File: config.mk
export PLATFORM = sky130hd
export DESIGN_NAME = spr_sector_protect
export DESIGN_NICKNAME = d
export VERILOG_FILES = /design/src/spr_pkg.sv /design/src/spr_spi_if.sv /design/src/spr_spi_shift.sv /design/src/spr_sector_protect.sv
export SDC_FILE = /design/constraint.sdc
export NUM_CORES = 1
export LEC_CHECK = 0
export BUFFER_PORTS_ARGS = -buffer_cell sky130_fd_sc_hd__buf_2
export CAP_MARGIN = 20
export CORE_MARGIN = 10
export CORE_UTILIZATION = 53
export DETAILED_ROUTE_END_ITERATION = 7
export GPL_ROUTABILITY_DRIVEN = 0
export PLACE_DENSITY = 0.79
export SETUP_SLACK_MARGIN = 0.02
export SLEW_MARGIN = 5
export SYNTH_ARGS = -nofsm -noshare
export SYNTH_HDL_FRONTEND = slang
export SYNTH_SLANG_ARGS = --single-unit
File: constraint.sdc
create_clock -name clk -period 2.12 [get_ports clk]
set_input_delay 0.106 -clock clk [delete_from_list [all_inputs] [get_ports clk]]
set_output_delay 0.106 -clock clk [all_outputs]
set_load 0.02 [all_outputs]
File: src/spr_pkg.sv
// Constants, opcodes and state types of the sector protection map block.
// Assumes a 100 MHz system clock; every user names items with spr_pkg::.
package spr_pkg;

  // System clock period in nanoseconds.
  localparam int CLK_PERIOD_NS = 10;

  // Self-timed cycle lengths in microseconds, plain defaults.
  localparam int MAP_ERASE_TIME_US   = 20;
  localparam int MAP_PROGRAM_TIME_US = 20;

  // Cycle lengths rounded down to whole clocks, never below one.
  localparam int MAP_ERASE_CYC_RAW   = MAP_ERASE_TIME_US * 1000 / CLK_PERIOD_NS;
  localparam int MAP_PROGRAM_CYC_RAW =
    MAP_PROGRAM_TIME_US * 1000 / CLK_PERIOD_NS;
  localparam int MAP_ERASE_CYC   = (MAP_ERASE_CYC_RAW < 1) ? 1 :
                                   MAP_ERASE_CYC_RAW;
  localparam int MAP_PROGRAM_CYC = (MAP_PROGRAM_CYC_RAW < 1) ? 1 :
                                   MAP_PROGRAM_CYC_RAW;
  localparam int TIMER_W = 12;

  // Opcode bytes of the map commands.
  localparam logic [7:0] OP_SEQ0  = 8'h3D;
  localparam logic [7:0] OP_SEQ1  = 8'h2A;
  localparam logic [7:0] OP_SEQ2  = 8'h7F;
  localparam logic [7:0] OP_ERASE = 8'hCF;
  localparam logic [7:0] OP_PROG  = 8'hFC;
  localparam logic [7:0] OP_READ  = 8'h32;

  // Map geometry and values.
  localparam int         MAP_BYTES   = 4;
  localparam logic [1:0] LAST_OPC    = 2'h3;
  localparam logic [7:0] BYTE_ERASED = 8'hFF;
  localparam logic [7:0] BYTE_RESET  = 8'h00;

  // Sector zero field positions.
  localparam int S0A_HI = 7;
  localparam int S0A_LO = 6;
  localparam int S0B_HI = 5;
  localparam int S0B_LO = 4;

  // Data buffer address width.
  localparam int SRAM_AW = 9;

  // Frame decode and nonvolatile engine states.
  typedef enum logic [2:0] {
    FR_OPC, FR_PROG, FR_DUMMY, FR_READ, FR_SKIP
  } spr_frame_e;
  typedef enum logic [1:0] {NV_IDLE, NV_ERASE, NV_PROG} spr_nv_e;

endpackage

File: src/spr_spi_if.sv
// Link between the serial shift engine and the command controller.
// Assumes both ends run on the same system clock.
`timescale 1ns/1ps
interface spr_spi_if;
  logic       rx_valid;
  logic [7:0] rx_byte;
  logic       frame_end;
  logic       cs_active;
  logic [7:0] tx_byte;
  logic       tx_en;
  logic       tx_next;

  modport engine (output rx_valid, rx_byte, frame_end, cs_active, tx_next,
                  input tx_byte, tx_en);
  modport ctrl   (input rx_valid, rx_byte, frame_end, cs_active, tx_next,
                  output tx_byte, tx_en);
endinterface

File: src/spr_spi_shift.sv
// Serial shift engine: synchronises the pins, assembles input bytes and
// shifts output bytes. Assumes sck at most one eighth of clk.
`timescale 1ns/1ps
module spr_spi_shift (
  // Clock and reset.
  input  wire logic clk,
  input  wire logic rst_b,
  // Serial pins.
  input  wire logic cs_b,
  input  wire logic sck,
  input  wire logic si,
  output logic      so,
  output logic      so_oe_b,
  // Controller side.
  spr_spi_if.engine lnk
);

  logic       cs_m, cs_s, cs_d;
  logic       sck_m, sck_s, sck_d;
  logic       si_m, si_s;
  logic [2:0] bit_cnt_reg;
  logic [6:0] rx_sr_reg;
  logic [7:0] out_sr_reg;
  logic       drive_reg;
  logic       rx_valid_reg;
  logic [7:0] rx_byte_reg;
  logic       tx_next_reg;
  wire        sck_rise  = sck_s & ~sck_d;
  wire        sck_fall  = ~sck_s & sck_d;
  wire        cs_active = ~cs_s;
  wire        byte_done = sck_rise & cs_active & (bit_cnt_reg == 3'h7);

  // Two-stage synchronisers, third stage only for edge detection.
  always_ff @(posedge clk or negedge rst_b) begin
    if (!rst_b) begin
      {cs_m, cs_s, cs_d}    <= 3'h7;
      {sck_m, sck_s, sck_d} <= 3'h0;
      {si_m, si_s}          <= 2'h0;
    end else begin
      {cs_m, cs_s, cs_d}    <= {cs_b, cs_m, cs_s};
      {sck_m, sck_s, sck_d} <= {sck, sck_m, sck_s};
      {si_m, si_s}          <= {si, si_m};
    end
  end

  always_ff @(posedge clk or negedge rst_b) begin
    if (!rst_b) begin
      bit_cnt_reg <= 3'h0;
      rx_sr_reg   <= 7'h00;
    end else if (!cs_active) begin
      bit_cnt_reg <= 3'h0;
    end else if (sck_rise) begin
      rx_sr_reg   <= {rx_sr_reg[5:0], si_s};
      bit_cnt_reg <= bit_cnt_reg + 3'h1;
    end
  end

  // Completed input byte, one pulse per byte, MSB first.
  always_ff @(posedge clk or negedge rst_b) begin
    if (!rst_b) begin
      rx_valid_reg <= 1'b0;
      rx_byte_reg  <= 8'h00;
    end else begin
      rx_valid_reg <= byte_done;
      if (byte_done) begin
        rx_byte_reg <= {rx_sr_reg, si_s};
      end
    end
  end

  always_ff @(posedge clk or negedge rst_b) begin
    if (!rst_b) begin
      out_sr_reg  <= 8'h00;
      drive_reg   <= 1'b0;
      tx_next_reg <= 1'b0;
    end else if (!cs_active) begin
      drive_reg   <= 1'b0;
      tx_next_reg <= 1'b0;
    end else begin
      tx_next_reg <= sck_fall & (bit_cnt_reg == 3'h0) & lnk.tx_en;
      if (sck_fall && bit_cnt_reg == 3'h0) begin
        out_sr_reg <= lnk.tx_byte;
        drive_reg  <= lnk.tx_en;
      end else if (sck_fall) begin
        out_sr_reg <= {out_sr_reg[6:0], 1'b0};
      end
    end
  end

  // Pin and link outputs.
  assign so            = out_sr_reg[7];
  assign so_oe_b       = ~(drive_reg & cs_active);
  assign lnk.rx_valid  = rx_valid_reg;
  assign lnk.rx_byte   = rx_byte_reg;
  assign lnk.frame_end = cs_s & ~cs_d;
  assign lnk.cs_active = cs_active;
  assign lnk.tx_next   = tx_next_reg;

endmodule

File: src/spr_sector_protect.sv
// Sector protection map: erase, program and read over the serial port.
// Assumes a host on SPI mode 0 or 3 with sck well below clk / 8.
`timescale 1ns/1ps
module spr_sector_protect (
  // Clock and reset.
  input  wire logic                       clk,
  input  wire logic                       rst_b,
  // Serial port pins.
  input  wire logic                       cs_b,
  input  wire logic                       sck,
  input  wire logic                       si,
  output logic                            so,
  output logic                            so_oe_b,
  // Write protect pin, active low.
  input  wire logic                       wp_b,
  // Protection state and array checks.
  input  wire logic                       prot_en,
  input  wire logic                       array_req,
  input  wire logic [2:0]                 array_sector,
  output logic                            array_reject,
  output logic [4:0]                      sect_prot,
  // Status.
  output logic                            busy,
  output logic [31:0]                     map_q,
  // Data buffer write port.
  output logic                            sram_wr,
  output logic [spr_pkg::SRAM_AW-1:0]     sram_addr,
  output logic [7:0]                      sram_wdata
);

  spr_spi_if lnk ();

  spr_pkg::spr_frame_e   frame_reg;
  spr_pkg::spr_nv_e      nv_reg;
  logic [1:0]            opc_cnt_reg;
  logic                  erase_arm_reg;
  logic [1:0]            wr_ptr_reg;
  logic [1:0]            rd_ptr_reg;
  logic [3:0]            got_reg;
  logic [7:0]            stage_reg [spr_pkg::MAP_BYTES];
  logic [7:0]            map_reg   [spr_pkg::MAP_BYTES];
  logic [spr_pkg::TIMER_W-1:0] timer_reg;
  logic                  wp_m, wp_s;
  logic                  sram_wr_reg;
  logic [spr_pkg::SRAM_AW-1:0] sram_addr_reg;
  logic [7:0]            sram_wdata_reg;
  logic                  array_reject_reg;
  logic [3:0]            got_prog_reg;

  // Serial shift engine.
  spr_spi_shift u_shift (
    .clk     (clk),
    .rst_b   (rst_b),
    .cs_b    (cs_b),
    .sck     (sck),
    .si      (si),
    .so      (so),
    .so_oe_b (so_oe_b),
    .lnk     (lnk.engine)
  );

  // Write protect pin synchroniser.
  always_ff @(posedge clk or negedge rst_b) begin
    if (!rst_b) begin
      wp_m <= 1'b1;
      wp_s <= 1'b1;
    end else begin
      wp_m <= wp_b;
      wp_s <= wp_m;
    end
  end

  // Opcode byte checks for the current position in the sequence.
  wire [7:0] rx        = lnk.rx_byte;
  wire       seq_ok    = (opc_cnt_reg == 2'h0 && rx == spr_pkg::OP_SEQ0) ||
                         (opc_cnt_reg == 2'h1 && rx == spr_pkg::OP_SEQ1) ||
                         (opc_cnt_reg == 2'h2 && rx == spr_pkg::OP_SEQ2);
  wire       last_opc  = opc_cnt_reg == spr_pkg::LAST_OPC;
  wire       first_opc = opc_cnt_reg == 2'h0;
  wire       may_modify = wp_s & (nv_reg == spr_pkg::NV_IDLE);
  wire       do_erase  = lnk.frame_end & erase_arm_reg & may_modify;
  wire       do_prog   = lnk.frame_end & (frame_reg == spr_pkg::FR_PROG) &
                         (got_reg != 4'h0) & may_modify;
  wire       timer_done = timer_reg == {spr_pkg::TIMER_W{1'b0}};

  // Command decode over the bytes of one selected frame.
  // erase opcode match
  always_ff @(posedge clk or negedge rst_b) begin
    if (!rst_b) begin
      frame_reg     <= spr_pkg::FR_OPC;
      opc_cnt_reg   <= 2'h0;
      erase_arm_reg <= 1'b0;
    end else if (!lnk.cs_active) begin
      frame_reg     <= spr_pkg::FR_OPC;
      opc_cnt_reg   <= 2'h0;
      erase_arm_reg <= lnk.frame_end ? 1'b0 : erase_arm_reg;
    end else if (lnk.rx_valid) begin
      opc_cnt_reg <= opc_cnt_reg + 2'h1;
      case (frame_reg)
        spr_pkg::FR_OPC: begin
          if (first_opc && rx == spr_pkg::OP_READ) begin
            frame_reg <= spr_pkg::FR_DUMMY;
          end else if (seq_ok) begin
            frame_reg <= spr_pkg::FR_OPC;
          end else if (last_opc && rx == spr_pkg::OP_ERASE) begin
            erase_arm_reg <= 1'b1;
            frame_reg     <= spr_pkg::FR_SKIP;
          end else if (last_opc && rx == spr_pkg::OP_PROG) begin
            frame_reg <= spr_pkg::FR_PROG;
          end else begin
            frame_reg <= spr_pkg::FR_SKIP;
          end
        end
        spr_pkg::FR_DUMMY: begin
          if (last_opc) begin
            frame_reg <= spr_pkg::FR_READ;
          end
        end
        spr_pkg::FR_SKIP: begin
          erase_arm_reg <= 1'b0;
        end
        default: begin
          frame_reg <= frame_reg;
        end
      endcase
    end
  end

  // Program data staging with a wrapping byte pointer.
  // pointer wraps around
  always_ff @(posedge clk or negedge rst_b) begin
    if (!rst_b) begin
      wr_ptr_reg <= 2'h0;
      got_reg    <= 4'h0;
    end else if (!lnk.cs_active) begin
      wr_ptr_reg <= 2'h0;
      got_reg    <= lnk.frame_end ? 4'h0 : got_reg;
    end else if (lnk.rx_valid && frame_reg == spr_pkg::FR_PROG) begin
      wr_ptr_reg          <= wr_ptr_reg + 2'h1;
      got_reg[wr_ptr_reg] <= 1'b1;
    end
  end

  // Staged bytes and the data buffer writes that carry them.
  // buffer overwritten
  always_ff @(posedge clk or negedge rst_b) begin
    if (!rst_b) begin
      sram_wr_reg    <= 1'b0;
      sram_addr_reg  <= {spr_pkg::SRAM_AW{1'b0}};
      sram_wdata_reg <= 8'h00;
    end else begin
      sram_wr_reg <= lnk.rx_valid & lnk.cs_active &
                     (frame_reg == spr_pkg::FR_PROG);
      if (lnk.rx_valid && frame_reg == spr_pkg::FR_PROG) begin
        sram_addr_reg  <= {{(spr_pkg::SRAM_AW-2){1'b0}}, wr_ptr_reg};
        sram_wdata_reg <= rx;
      end
    end
  end

  // Nonvolatile engine: self-timed erase and program cycles.
  // timed erase busy
  always_ff @(posedge clk or negedge rst_b) begin
    if (!rst_b) begin
      nv_reg    <= spr_pkg::NV_IDLE;
      timer_reg <= {spr_pkg::TIMER_W{1'b0}};
    end else begin
      case (nv_reg)
        spr_pkg::NV_IDLE: begin
          if (do_erase) begin
            nv_reg    <= spr_pkg::NV_ERASE;
            timer_reg <= spr_pkg::TIMER_W'(spr_pkg::MAP_ERASE_CYC - 1);
          end else if (do_prog) begin
            nv_reg    <= spr_pkg::NV_PROG;
            timer_reg <= spr_pkg::TIMER_W'(spr_pkg::MAP_PROGRAM_CYC - 1);
          end
        end
        default: begin
          if (timer_done) begin
            nv_reg <= spr_pkg::NV_IDLE;
          end else begin
            timer_reg <= timer_reg - 1'b1;
          end
        end
      endcase
    end
  end

  // Per-byte staging and map storage.
  genvar g;
  generate
    for (g = 0; g < spr_pkg::MAP_BYTES; g++) begin : g_byte
      always_ff @(posedge clk or negedge rst_b) begin
        if (!rst_b) begin
          stage_reg[g] <= spr_pkg::BYTE_RESET;
          map_reg[g]   <= spr_pkg::BYTE_RESET;
        end else begin
          if (lnk.rx_valid && lnk.cs_active &&
              frame_reg == spr_pkg::FR_PROG && wr_ptr_reg == 2'(g)) begin
            stage_reg[g] <= rx;
          end
          if (nv_reg == spr_pkg::NV_ERASE && timer_done) begin
            map_reg[g] <= spr_pkg::BYTE_ERASED;
          end else if (nv_reg == spr_pkg::NV_PROG && timer_done &&
                       got_prog_reg[g]) begin
            map_reg[g] <= map_reg[g] & stage_reg[g];
          end
        end
      end
      assign map_q[8*g +: 8] = map_reg[g];
    end
  endgenerate

  // Bytes received by the program that is now running.
  // Captured at the deselect that starts the program cycle.
  always_ff @(posedge clk or negedge rst_b) begin
    if (!rst_b) begin
      got_prog_reg <= 4'h0;
    end else if (do_prog) begin
      got_prog_reg <= got_reg;
    end
  end

  // Read pointer advances each time a map byte starts out.
  // wrap repeats the map from byte 0
  always_ff @(posedge clk or negedge rst_b) begin
    if (!rst_b) begin
      rd_ptr_reg <= 2'h0;
    end else if (!lnk.cs_active) begin
      rd_ptr_reg <= 2'h0;
    end else if (lnk.tx_next) begin
      rd_ptr_reg <= rd_ptr_reg + 2'h1;
    end
  end

  assign lnk.tx_en   = frame_reg == spr_pkg::FR_READ;
  assign lnk.tx_byte = map_reg[rd_ptr_reg];

  // Decoded protection per sector part: 0a, 0b, 1, 2, 3.
  // sector zero fields
  wire [4:0] sel_prot = {
    map_reg[3] == spr_pkg::BYTE_ERASED,
    map_reg[2] == spr_pkg::BYTE_ERASED,
    map_reg[1] == spr_pkg::BYTE_ERASED,
    &map_reg[0][spr_pkg::S0B_HI:spr_pkg::S0B_LO],
    &map_reg[0][spr_pkg::S0A_HI:spr_pkg::S0A_LO]
  };
  wire       sector_ok = array_sector < 3'h5;

  always_ff @(posedge clk or negedge rst_b) begin
    if (!rst_b) begin
      array_reject_reg <= 1'b0;
    end else begin
      array_reject_reg <= array_req & prot_en & sector_ok &
                          sel_prot[sector_ok ? array_sector : 3'h0];
    end
  end

  // Outputs.
  assign sect_prot    = prot_en ? sel_prot : 5'h00;
  assign array_reject = array_reject_reg;
  assign busy         = nv_reg != spr_pkg::NV_IDLE;
  assign sram_wr      = sram_wr_reg;
  assign sram_addr    = sram_addr_reg;
  assign sram_wdata   = sram_wdata_reg;

endmodule

==> flow_summary.toml, run 1 <==
[global_routing]
grt_pass1_vias = 5136
antenna_found_initial = 0
grt.total_usage_pct = 18.78
grt_pass1_wl_um = 26910
grt_max_degree = 60
grt_overflow = 0

[routing]
via_per_inst = 6.110
routed.top_layer = "met4"
drtIter0Drc = 514
dr_wl_met2_um = 7903
wl_per_cell_um = 20.48
wl_met1_um = 6985
ant_nets = 0
firstDrtPassIters = 6
drt-total-wl_um = 16570
vias = 4943
wl_met3_um = 1281
drc = 0

[cts]
cts.sinks = 147
clock_latency_ns = 0.42
path_clk_slew_ns = 0.06
htree_levels = 4
cts_buffers = 17
cts_buffer_depth = 2
cts_root_buf = "clkbuf_16"
cts_tree = "yes"

[synth]
synthFlopType = "dfrtp_1"
synth-edff-count = 0
synthesis.area_um2 = 6706
ys_types = 63
async_reset_ff_share_pct = 100.0
yosysWarnings = 0
ys_seq_area_share_pct = 54.94
synthesis.instances = 530
ys_top_cells_by_area = "dfrtp_1, mux2_2, nand4b_1, a21o_1, mux4_2"
syn_area_per_cell_um2 = 12.65
synth_top_cell_by_area = "dfrtp_1"
synth-seq-cells = 147
synthDominantCellAreaShare_pct = 52.99

[timing]
fin_crit_ns = 2.122
fmax_mhz = 471.4
fin_crit_sh_pct = 100.1
rsz0062_at_grt = "true"
hold_viol = 0
setup_ws_ns = -0.001568
skew_ns = 0.01032
finalHoldWorstSlack_ns = 0.2184
drv_slew = 0
slew_headroom_pct = 23.68
finalSetupViolCount = 2
worst_pin_slew_ns = 1.140

[worst_setup_path]
cp-start-kind = "flop"
worstPathArrival_ns = 2.39
worst_path_most_repeated_cell = "buf_4"
required_ns = 2.39
path_max_fanout = 7
ff2ff_path_depth = 9
crit_slowest_cell = "or4b_4"
end_kind = "flop"
slowest_delay_ns = 0.49
cp_cell_sequence = "inv_2 > ha_4 > or4b_4 > buf_4 > o31ai_4 > buf_6 > buf_4 > or4_1 > nand3_1"
crit_type = "reg2reg"

[pwr]
ir_drop_v = 0.0004596
fin_total_pwr_uw = 6531
powerDensity_nw_per_um2 = 796.1
p_leak_uw = 0.004232

[outcome]
status = "complete, but fails checks"
violations = "setup timing"

[finish]
mostFrequentLayoutCells = "dfrtp_1, mux2_2, buf_2"
diodes = 0
area_delta_synth_final_pct = 22.31
fin_nets = 648
drive_above_1_share_pct = 35.48
final_common_cell = "dfrtp_1"

[floorplanning]
die_h_um = 132.5
die_x_um = 132.5
coreArea_um2 = 12520
io_pins = 70
die_area_um2 = 17550
initial_utilization_pct = 53.58
rows = 41

[hold_path]
min_path_type = "in2async"

[placed_design]
io_buffers = 62
dpl.hpwl_um = 10630

[flow_run]
drv_cap = 0
-- final cells by class --
type                    instances  area, µm²
clock buffers                  23      478.0
clock inverters                 9      175.2
fillers                       903       4314
inverters                      16      60.06
multi-input cells             333       2813
flip-flops and latches        147       3686
well taps                     172      215.2
repair buffers                109      775.7
-- critical path, delay by kind of cell, from the launching register on --
family / cells / cell delay (ns)
fa+ha+maj: 1 / 0.14
flops: 1 / 0.40
simple gates: 3 / 0.68
compound gates: 1 / 0.20
buf+inv: 4 / 0.56
-- power breakdown --
part / switching, µW / leakage, µW / internal (µW) / total, µW
sequential: 64.3 / 0.00199 / 2910 / 2970
clock: 1120 / 0.000313 / 2180 / 3300
combinational: 148 / 0.00193 / 111 / 260
-- repair_timing --
item | in CTS | in global routing
resized for setup | 10 | 6
cloned | 2 | 0
setup endpoints to repair | 39 | 43
buffers inserted | 12 | 5
pin swaps | 24 | 5
endpoints found under the hold margin | 61 | 0
hold buffers | 7 | 0
-- logic make-up (layout without fill, tap and decap cells) --
| group | after synthesis | after routing | share of synthesized area [%] |
|---|---|---|---|
| XOR/XNOR | 5 | 5 | 0.6530 |
| multiplexers | 81 | 81 | 14.74 |
| AO/OA/AOI/OAI | 81 | 81 | 8.713 |
| AND/OR/NAND/NOR | 146 | 146 | 14.16 |
| other | 1 | 7 | 0.05592 |
| adder cells (fa/ha/maj) | 13 | 13 | 2.425 |
| flip-flops | 147 | 147 | 54.94 |
| buffers and inverters | 56 | 157 | 4.310 |
-- worst paths after layout --
check                                         start                        end  slack [ns]
setup / recovery           timer_reg[1]$_DFFE_PN0P_   timer_reg[9]$_DFFE_PN0P_      -0.002
hold / removal                                rst_b   timer_reg[7]$_DFFE_PN0P_        0.22
setup reg to reg           timer_reg[1]$_DFFE_PN0P_   timer_reg[9]$_DFFE_PN0P_      -0.002
hold reg to reg              u_shift.si_m$_DFF_PN0_     u_shift.si_s$_DFF_PN0_        0.35
max in group asynchronous                     rst_b  stage_reg[20]$_DFFE_PN0P_        1.16
min in group clk                                 si     u_shift.si_m$_DFF_PN0_        0.33
-- Yosys cell counts, types with 5 or more instances --
cell type and instances:
a21o_1 31, a21oi_1 13, a31oi_1 5, and3_1 7, buf_2 9, buf_4 7
clkbuf_1 17, dfrtp_1 142, dfstp_2 5, ha_1 13, inv_1 16, mux2_2 62
mux2i_1 11, mux4_2 8, nand2_1 8, nand3_1 11, nand4_1 8, nand4b_1 31
nor2_1 33, nor3_1 6, o21ai_0 5, o31ai_1 8, or4_1 5
-- routing by layer --
| metal | global-route usage (%) | vias to the layer above |
|---|---|---|
| met2 | 29.53 | 246 |
| met5 | 0 | - |
| met3 | 5.488 | 43 |
| met1 | 23.64 | 2513 |
| met4 | 8.130 | 0 |
| li1 | - | 2141 |
-- stage by stage --
step | area [µm²] | TNS (ns) | util [%] | setup WS [ns] | instances
floorplan | 6729 | 0 | - | 0.08562 | 536
global placement | 7248 | 0 | 57.91 | 0.05436 | 751
detailed placement | 7248 | -0.2611 | 57.91 | -0.06784 | 751
CTS | 8144 | -0.02183 | 65.06 | -0.01443 | 804
global route | 8203 | -0.4268 | 65.53 | -0.06414 | 809
finish | 8203 | -0.001728 | 65.53 | -0.001568 | 809
(Power assumes the default switching activity.)
==> run 2, diff against run 1 <==
--- a/config.mk
+++ b/config.mk
@@ -7,11 +7,13 @@
 export LEC_CHECK = 0
 export BUFFER_PORTS_ARGS = -buffer_cell sky130_fd_sc_hd__buf_2
 export CAP_MARGIN = 20
+export CELL_PAD_IN_SITES_DETAIL_PLACEMENT = 1
+export CELL_PAD_IN_SITES_GLOBAL_PLACEMENT = 2
 export CORE_MARGIN = 10
-export CORE_UTILIZATION = 53
+export CORE_UTILIZATION = 44
 export DETAILED_ROUTE_END_ITERATION = 7
 export GPL_ROUTABILITY_DRIVEN = 0
-export PLACE_DENSITY = 0.79
+export PLACE_DENSITY = 0.88
 export SETUP_SLACK_MARGIN = 0.02
 export SLEW_MARGIN = 5
 export SYNTH_ARGS = -nofsm -noshare
==> constraint.sdc (replaced) <==
create_clock -name clk -period 2.5 [get_ports clk]
set_input_delay 0.125 -clock clk [delete_from_list [all_inputs] [get_ports clk]]
set_output_delay 0.125 -clock clk [all_outputs]
set_load 0.02 [all_outputs]
==> run 2 against run 1 <==
Against the previous run:
- the run now ends clean
- worst setup slack improved by 0.29 ns
- fmax down 3.9%
- largest power group unchanged
- sequential power decreased by 15%
==> flow_summary.toml, run 2 (synthesized netlist as in run 1, its figures left out) <==
[routing]
wl_per_cell_um = 20.64
vias = 4581
drtIter0Drc = 188
ant_nets = 0
via_per_inst = 5.733
drc = 0
firstDrtPassIters = 4
drt-total-wl_um = 16490

[worst_setup_path]
worst-path-buf-inv = 2
worstPathArrival_ns = 2.53
crit_type = "reg2reg"
crit_slowest_cell = "or4b_1"
cp_top_family = "simple AND/OR/NAND/NOR gates"
slowest_delay_ns = 0.54
end_kind = "flop"
r2r-start = "timer_reg[0]$_DFFE_PN0P_"
cp_cell_sequence = "inv_1 > ha_1 > or4b_1 > nor4_4 > buf_12 > nand4b_1 > a21o_1"
ff2ff_path_depth = 7
path_max_fanout = 32
r2r_end = "map_q[17]$_DFFE_PN0P_"
required_ns = 2.82
cp-start-kind = "flop"
rrSetupSlack_ns = 0.29

[cts]
cts_buffers = 17
cts_setup_buffers = 0
cts_root_buf = "clkbuf_16"
htree_levels = 4
cts.sinks = 147
clock_latency_ns = 0.43
cts_tree = "yes"
path_clk_slew_ns = 0.06
cts_buffer_depth = 2
cts_resized = 0

[pwr]
p_int_uw = 3981
p_switching_uw = 1290
p_clk_share_pct = 47.9
p_leak_uw = 0.004056
pwr-share-seq_pct = 47.7
p_sw_share_pct = 24.47
p_comb_share_pct = 4.3
fin_total_pwr_uw = 5271
ir_drop_v = 0.0005634
powerDensity_nw_per_um2 = 668.9

[finish]
area_delta_synth_final_pct = 17.50
mostFrequentLayoutCells = "dfrtp_1, mux2_2, buf_2"
drive_above_1_share_pct = 31.91
diodes = 0
fin_nets = 622
final_common_cell = "dfrtp_1"

[floorplanning]
die_h_um = 143.5
coreArea_um2 = 15090
die_area_um2 = 20580
initial_utilization_pct = 44.44
die_x_um = 143.5
rows = 45
io_pins = 70

[hold_path]
hold_path_end = "array_reject$_DFF_PN0_"
min_path_type = "in2reg"
hold_depth = 3
holdCritStartpoint = "array_sector[1]"

[timing]
rsz0062_at_grt = "false"
fin_crit_sh_pct = 88.28
fin_crit_ns = 2.207
fin_tns_setup_ns = 0
fmax_mhz = 453.1
finalSetupViolCount = 0
slew_headroom_pct = 56.91
skew_ns = 0.007551
hold_viol = 0
drv_slew = 0
worst_pin_slew_ns = 0.6420

[global_routing]
grt.total_usage_pct = 16.48
antenna_found_initial = 0
grt_pass1_vias = 4932
grt_max_degree = 70
grt_pass1_wl_um = 26520
grt_overflow = 0

[placed_design]
dpl.hpwl_um = 11630
io_buffers = 62

[flow_run]
drv_cap = 0

[outcome]
status = "complete, no violations"
==> run 2: layer usage <==
metal  vias up  global-route usage, %  part of all wire [%]
li1       2085                      -                     -
met1      2366                  20.60                    44
met2       112                  26.75                    48
met3        18                  5.281                   6.2
met4         0                  4.782                   1.0
met5         -                      0                     0
==> run 2: how the worst max path moves through the flow <==
stage / from / end / slack, ns / cells after the start
after global routing: timer_reg[0]$_DFFE_PN0P_ / timer_reg[9]$_DFFE_PN0P_ / 0.17 / 7
after floorplan: timer_reg[0]$_DFFE_PN0P_ / timer_reg[0]$_DFFE_PN0P_ / 0.47 / 7
after detailed placement: timer_reg[0]$_DFFE_PN0P_ / timer_reg[10]$_DFFE_PN0P_ / 0.32 / 7
after CTS: timer_reg[0]$_DFFE_PN0P_ / map_q[14]$_DFFE_PN0P_ / 0.29 / 7
final: timer_reg[0]$_DFFE_PN0P_ / map_q[17]$_DFFE_PN0P_ / 0.29 / 7
after global placement: timer_reg[0]$_DFFE_PN0P_ / map_q[16]$_DFFE_PN0P_ / 0.39 / 7
==> run 2: power groups by stage <==
stage | logic, µW | clock network [µW] | registers (µW)
final | 227 | 2530 | 2520
after global placement | 211 | 0 | 2550
after floorplan | 124 | 0 | 2550
after CTS | 232 | 2590 | 2520
after global routing | 259 | 2700 | 2530
after detailed placement | 221 | 0 | 2560
==> run 2: timing repair <==
item | CTS | global route
hold buffers | 8 | 0
setup endpoints to repair | 0 | 0
endpoints found under the hold margin | 66 | 0
==> run 2: final cells by class <==
cell class	instances	area [µm²]
multi-input combinational	333	2776
clock inverter	15	162.7
tap	188	235.2
timing repair buffer	83	535.5
clock buffer	17	425.4
fill	1544	7209
sequential	147	3685
inverter	16	60.06
==> run 2: through the flow <==
| step | cells | hold slack, ns | worst slack, ns | util, % | instance area [µm²] |
|---|---|---|---|---|---|
| after CTS | 798 | 0.07807 | 0.2893 | 52.15 | 7869 |
| after detailed placement | 758 | 0.1830 | 0.3176 | 47.72 | 7201 |
| after global placement | 758 | 0.1744 | 0.3945 | 47.72 | 7201 |
| final | 799 | 0.09691 | 0.2929 | 52.22 | 7880 |
| after global routing | 799 | 0.1101 | 0.1741 | 52.22 | 7880 |
| after floorplan | 536 | -0.1706 | 0.4656 | - | 6729 |
==> run 2: worst register-to-register path, delay by kind of cell (launching register included) <==
kind	cells	cell delay (ns)
adders and majority gates	1	0.17
buffers and inverters	2	0.36
and+or+nand+nor	3	0.98
DFF	1	0.38
AOI/OAI and AO/OA	1	0.22
==> run 3, diff against run 2 <==
--- a/config.mk
+++ b/config.mk
@@ -5,7 +5,7 @@
 export SDC_FILE = /design/constraint.sdc
 export NUM_CORES = 1
 export LEC_CHECK = 0
-export BUFFER_PORTS_ARGS = -buffer_cell sky130_fd_sc_hd__buf_2
+export BUFFER_PORTS_ARGS = -buffer_cell sky130_fd_sc_hd__clkbuf_2
 export CAP_MARGIN = 20
 export CELL_PAD_IN_SITES_DETAIL_PLACEMENT = 1
 export CELL_PAD_IN_SITES_GLOBAL_PLACEMENT = 2
==> run 3 against run 2 <==
Against the previous run:
- clock power rose by 4%
- total power rose by 2.1%
- clock-buffer cell count rose by 2
- critical path depth did not move
- flip-flop and latch count did not move
- sequential power barely moved
- wire length rose by 2.6%
- clock skew rose by 0.0071 ns
- fmax rose by 0.42%
- combinational power barely moved
- critical path type unchanged
- worst setup slack improved by 0.0093 ns
==> flow_summary.toml, run 3 (synthesized netlist as in run 1, its figures left out) <==
[worst_setup_path]
slowest_delay_ns = 0.55
end_kind = "flop"
path_max_fanout = 32
crit_type = "reg2reg"
ff2ff_path_depth = 7
cp_top_family = "simple AND/OR/NAND/NOR gates"
r2r_end = "map_q[17]$_DFFE_PN0P_"
r2r-start = "timer_reg[0]$_DFFE_PN0P_"
rrSetupSlack_ns = 0.30
cp_cell_sequence = "inv_1 > ha_1 > or4b_1 > nor4_4 > buf_12 > nand4b_1 > a21o_1"
crit_slowest_cell = "or4b_1"
crit_start = "timer_reg[0]$_DFFE_PN0P_"
worstPathArrival_ns = 2.50
worst-path-buf-inv = 2
required_ns = 2.80
cp-start-kind = "flop"

[pwr]
p_int_uw = 4263
p_comb_share_pct = 4.2
ir_drop_v = 0.0005088
pwr-share-seq_pct = 46.8
p_leak_uw = 0.004028
p_switching_uw = 1120
p_clk_share_pct = 49.0
powerDensity_nw_per_um2 = 681.1
p_sw_share_pct = 20.81
fin_total_pwr_uw = 5384

[routing]
drc = 0
via_per_inst = 5.777
firstDrtPassIters = 7
vias = 4604
wl_per_cell_um = 21.22
drtIter0Drc = 190
ant_nets = 0
drt-total-wl_um = 16920

[floorplanning]
rows = 45
coreArea_um2 = 15090
die_h_um = 143.5
initial_utilization_pct = 44.44
die_area_um2 = 20580
die_x_um = 143.5
io_pins = 70

[placed_design]
io_buffers = 62
place_inst = 758
dp_slack_ns = 0.2738
dpl.hpwl_um = 11870

[flow_run]
drv_cap = 0

[cts]
cts_root_buf = "clkbuf_16"
cts_tree = "yes"
clock_latency_ns = 0.42
cts_buffers = 17
htree_levels = 4
cts_buffer_depth = 2
cts.sinks = 147
cts_setup_buffers = 0
path_clk_slew_ns = 0.06

[global_routing]
antenna_found_initial = 0
grt_max_degree = 47
grt_pass1_wl_um = 27820
grt.total_usage_pct = 17.26
grt_overflow = 0
grt_pass1_vias = 5036

[timing]
setup_ws_ns = 0.3022
slew_headroom_pct = 58.78
finalSetupViolCount = 0
fin_crit_ns = 2.198
skew_ns = 0.01465
hold_viol = 0
drv_slew = 0
fin_tns_setup_ns = 0
fmax_mhz = 455.0
worst_pin_slew_ns = 0.6142
rsz0062_at_grt = "false"
fin_crit_sh_pct = 87.91

[finish]
area_delta_synth_final_pct = 17.87
diodes = 0
fin_nets = 622
drive_above_1_share_pct = 31.69
final_common_cell = "dfrtp_1"
stdcell_count = 797
mostFrequentLayoutCells = "dfrtp_1, mux2_2, clkbuf_2"

[outcome]
status = "complete, no violations"

[hold_path]
hold_depth = 3
hold_path_end = "array_reject$_DFF_PN0_"
holdCritStartpoint = "array_sector[1]"
min_path_type = "in2reg"
## run 3: per-stage QoR
step                cell area, µm²  util (%)  hold WS [ns]
floorplan                     6729         -       -0.1706
global placement              7201     47.72       0.08370
detailed placement            7201     47.72       0.08493
CTS                           7894     52.31        0.1144
global route                  7905     52.39        0.1252
finish                        7905     52.39        0.1352
## run 3: what timing repair did
action / CTS / global route
hold buffers: 8 / 0
setup endpoints to repair: 0 / 0
hold endpoints to repair: 48 / 0
gates resized for setup: 0 / 0
## run 3: tightest hold or removal path, stage by stage
cell	delay (ns)
clkbuf_2	0.12
a31oi_1	0.16
a31oi_1	0.10
## run 3: layout make-up
cell class	instances	area, µm²
timing repair buffer	83	535.5
tap	188	235.2
multi-input combinational	333	2776
sequential	147	3685
clock inverter	11	160.2
inverter	16	60.06
clock buffer	19	452.9
fill	1549	7184
## run 3: power by group through the flow
stage | Combinational, µW | Sequential [µW] | Clock, µW
after floorplan | 124 | 2550 | 0
after global placement | 210 | 2550 | 0
after detailed placement | 220 | 2560 | 0
after CTS | 230 | 2520 | 2690
after global routing | 257 | 2530 | 2810
final | 226 | 2520 | 2640
## run 3: per-layer routing
| metal | track usage (%) | part of all wire [%] |
|---|---|---|
| met3 | 4.620 | 5.2 |
| met5 | 0 | 0 |
| met2 | 28.33 | 49 |
| met4 | 4.621 | 0.85 |
| met1 | 22.03 | 45 |
## run 3: worst max-delay path by stage
stage                                     end  slack (ns)  cells past startpoint
floorplan            timer_reg[0]$_DFFE_PN0P_        0.47                      7
global placement        map_q[17]$_DFFE_PN0P_        0.38                      7
detailed placement  timer_reg[10]$_DFFE_PN0P_        0.27                      7
CTS                 timer_reg[10]$_DFFE_PN0P_        0.29                      7
global route         timer_reg[8]$_DFFE_PN0P_        0.15                      7
finish                  map_q[17]$_DFFE_PN0P_        0.30                      7
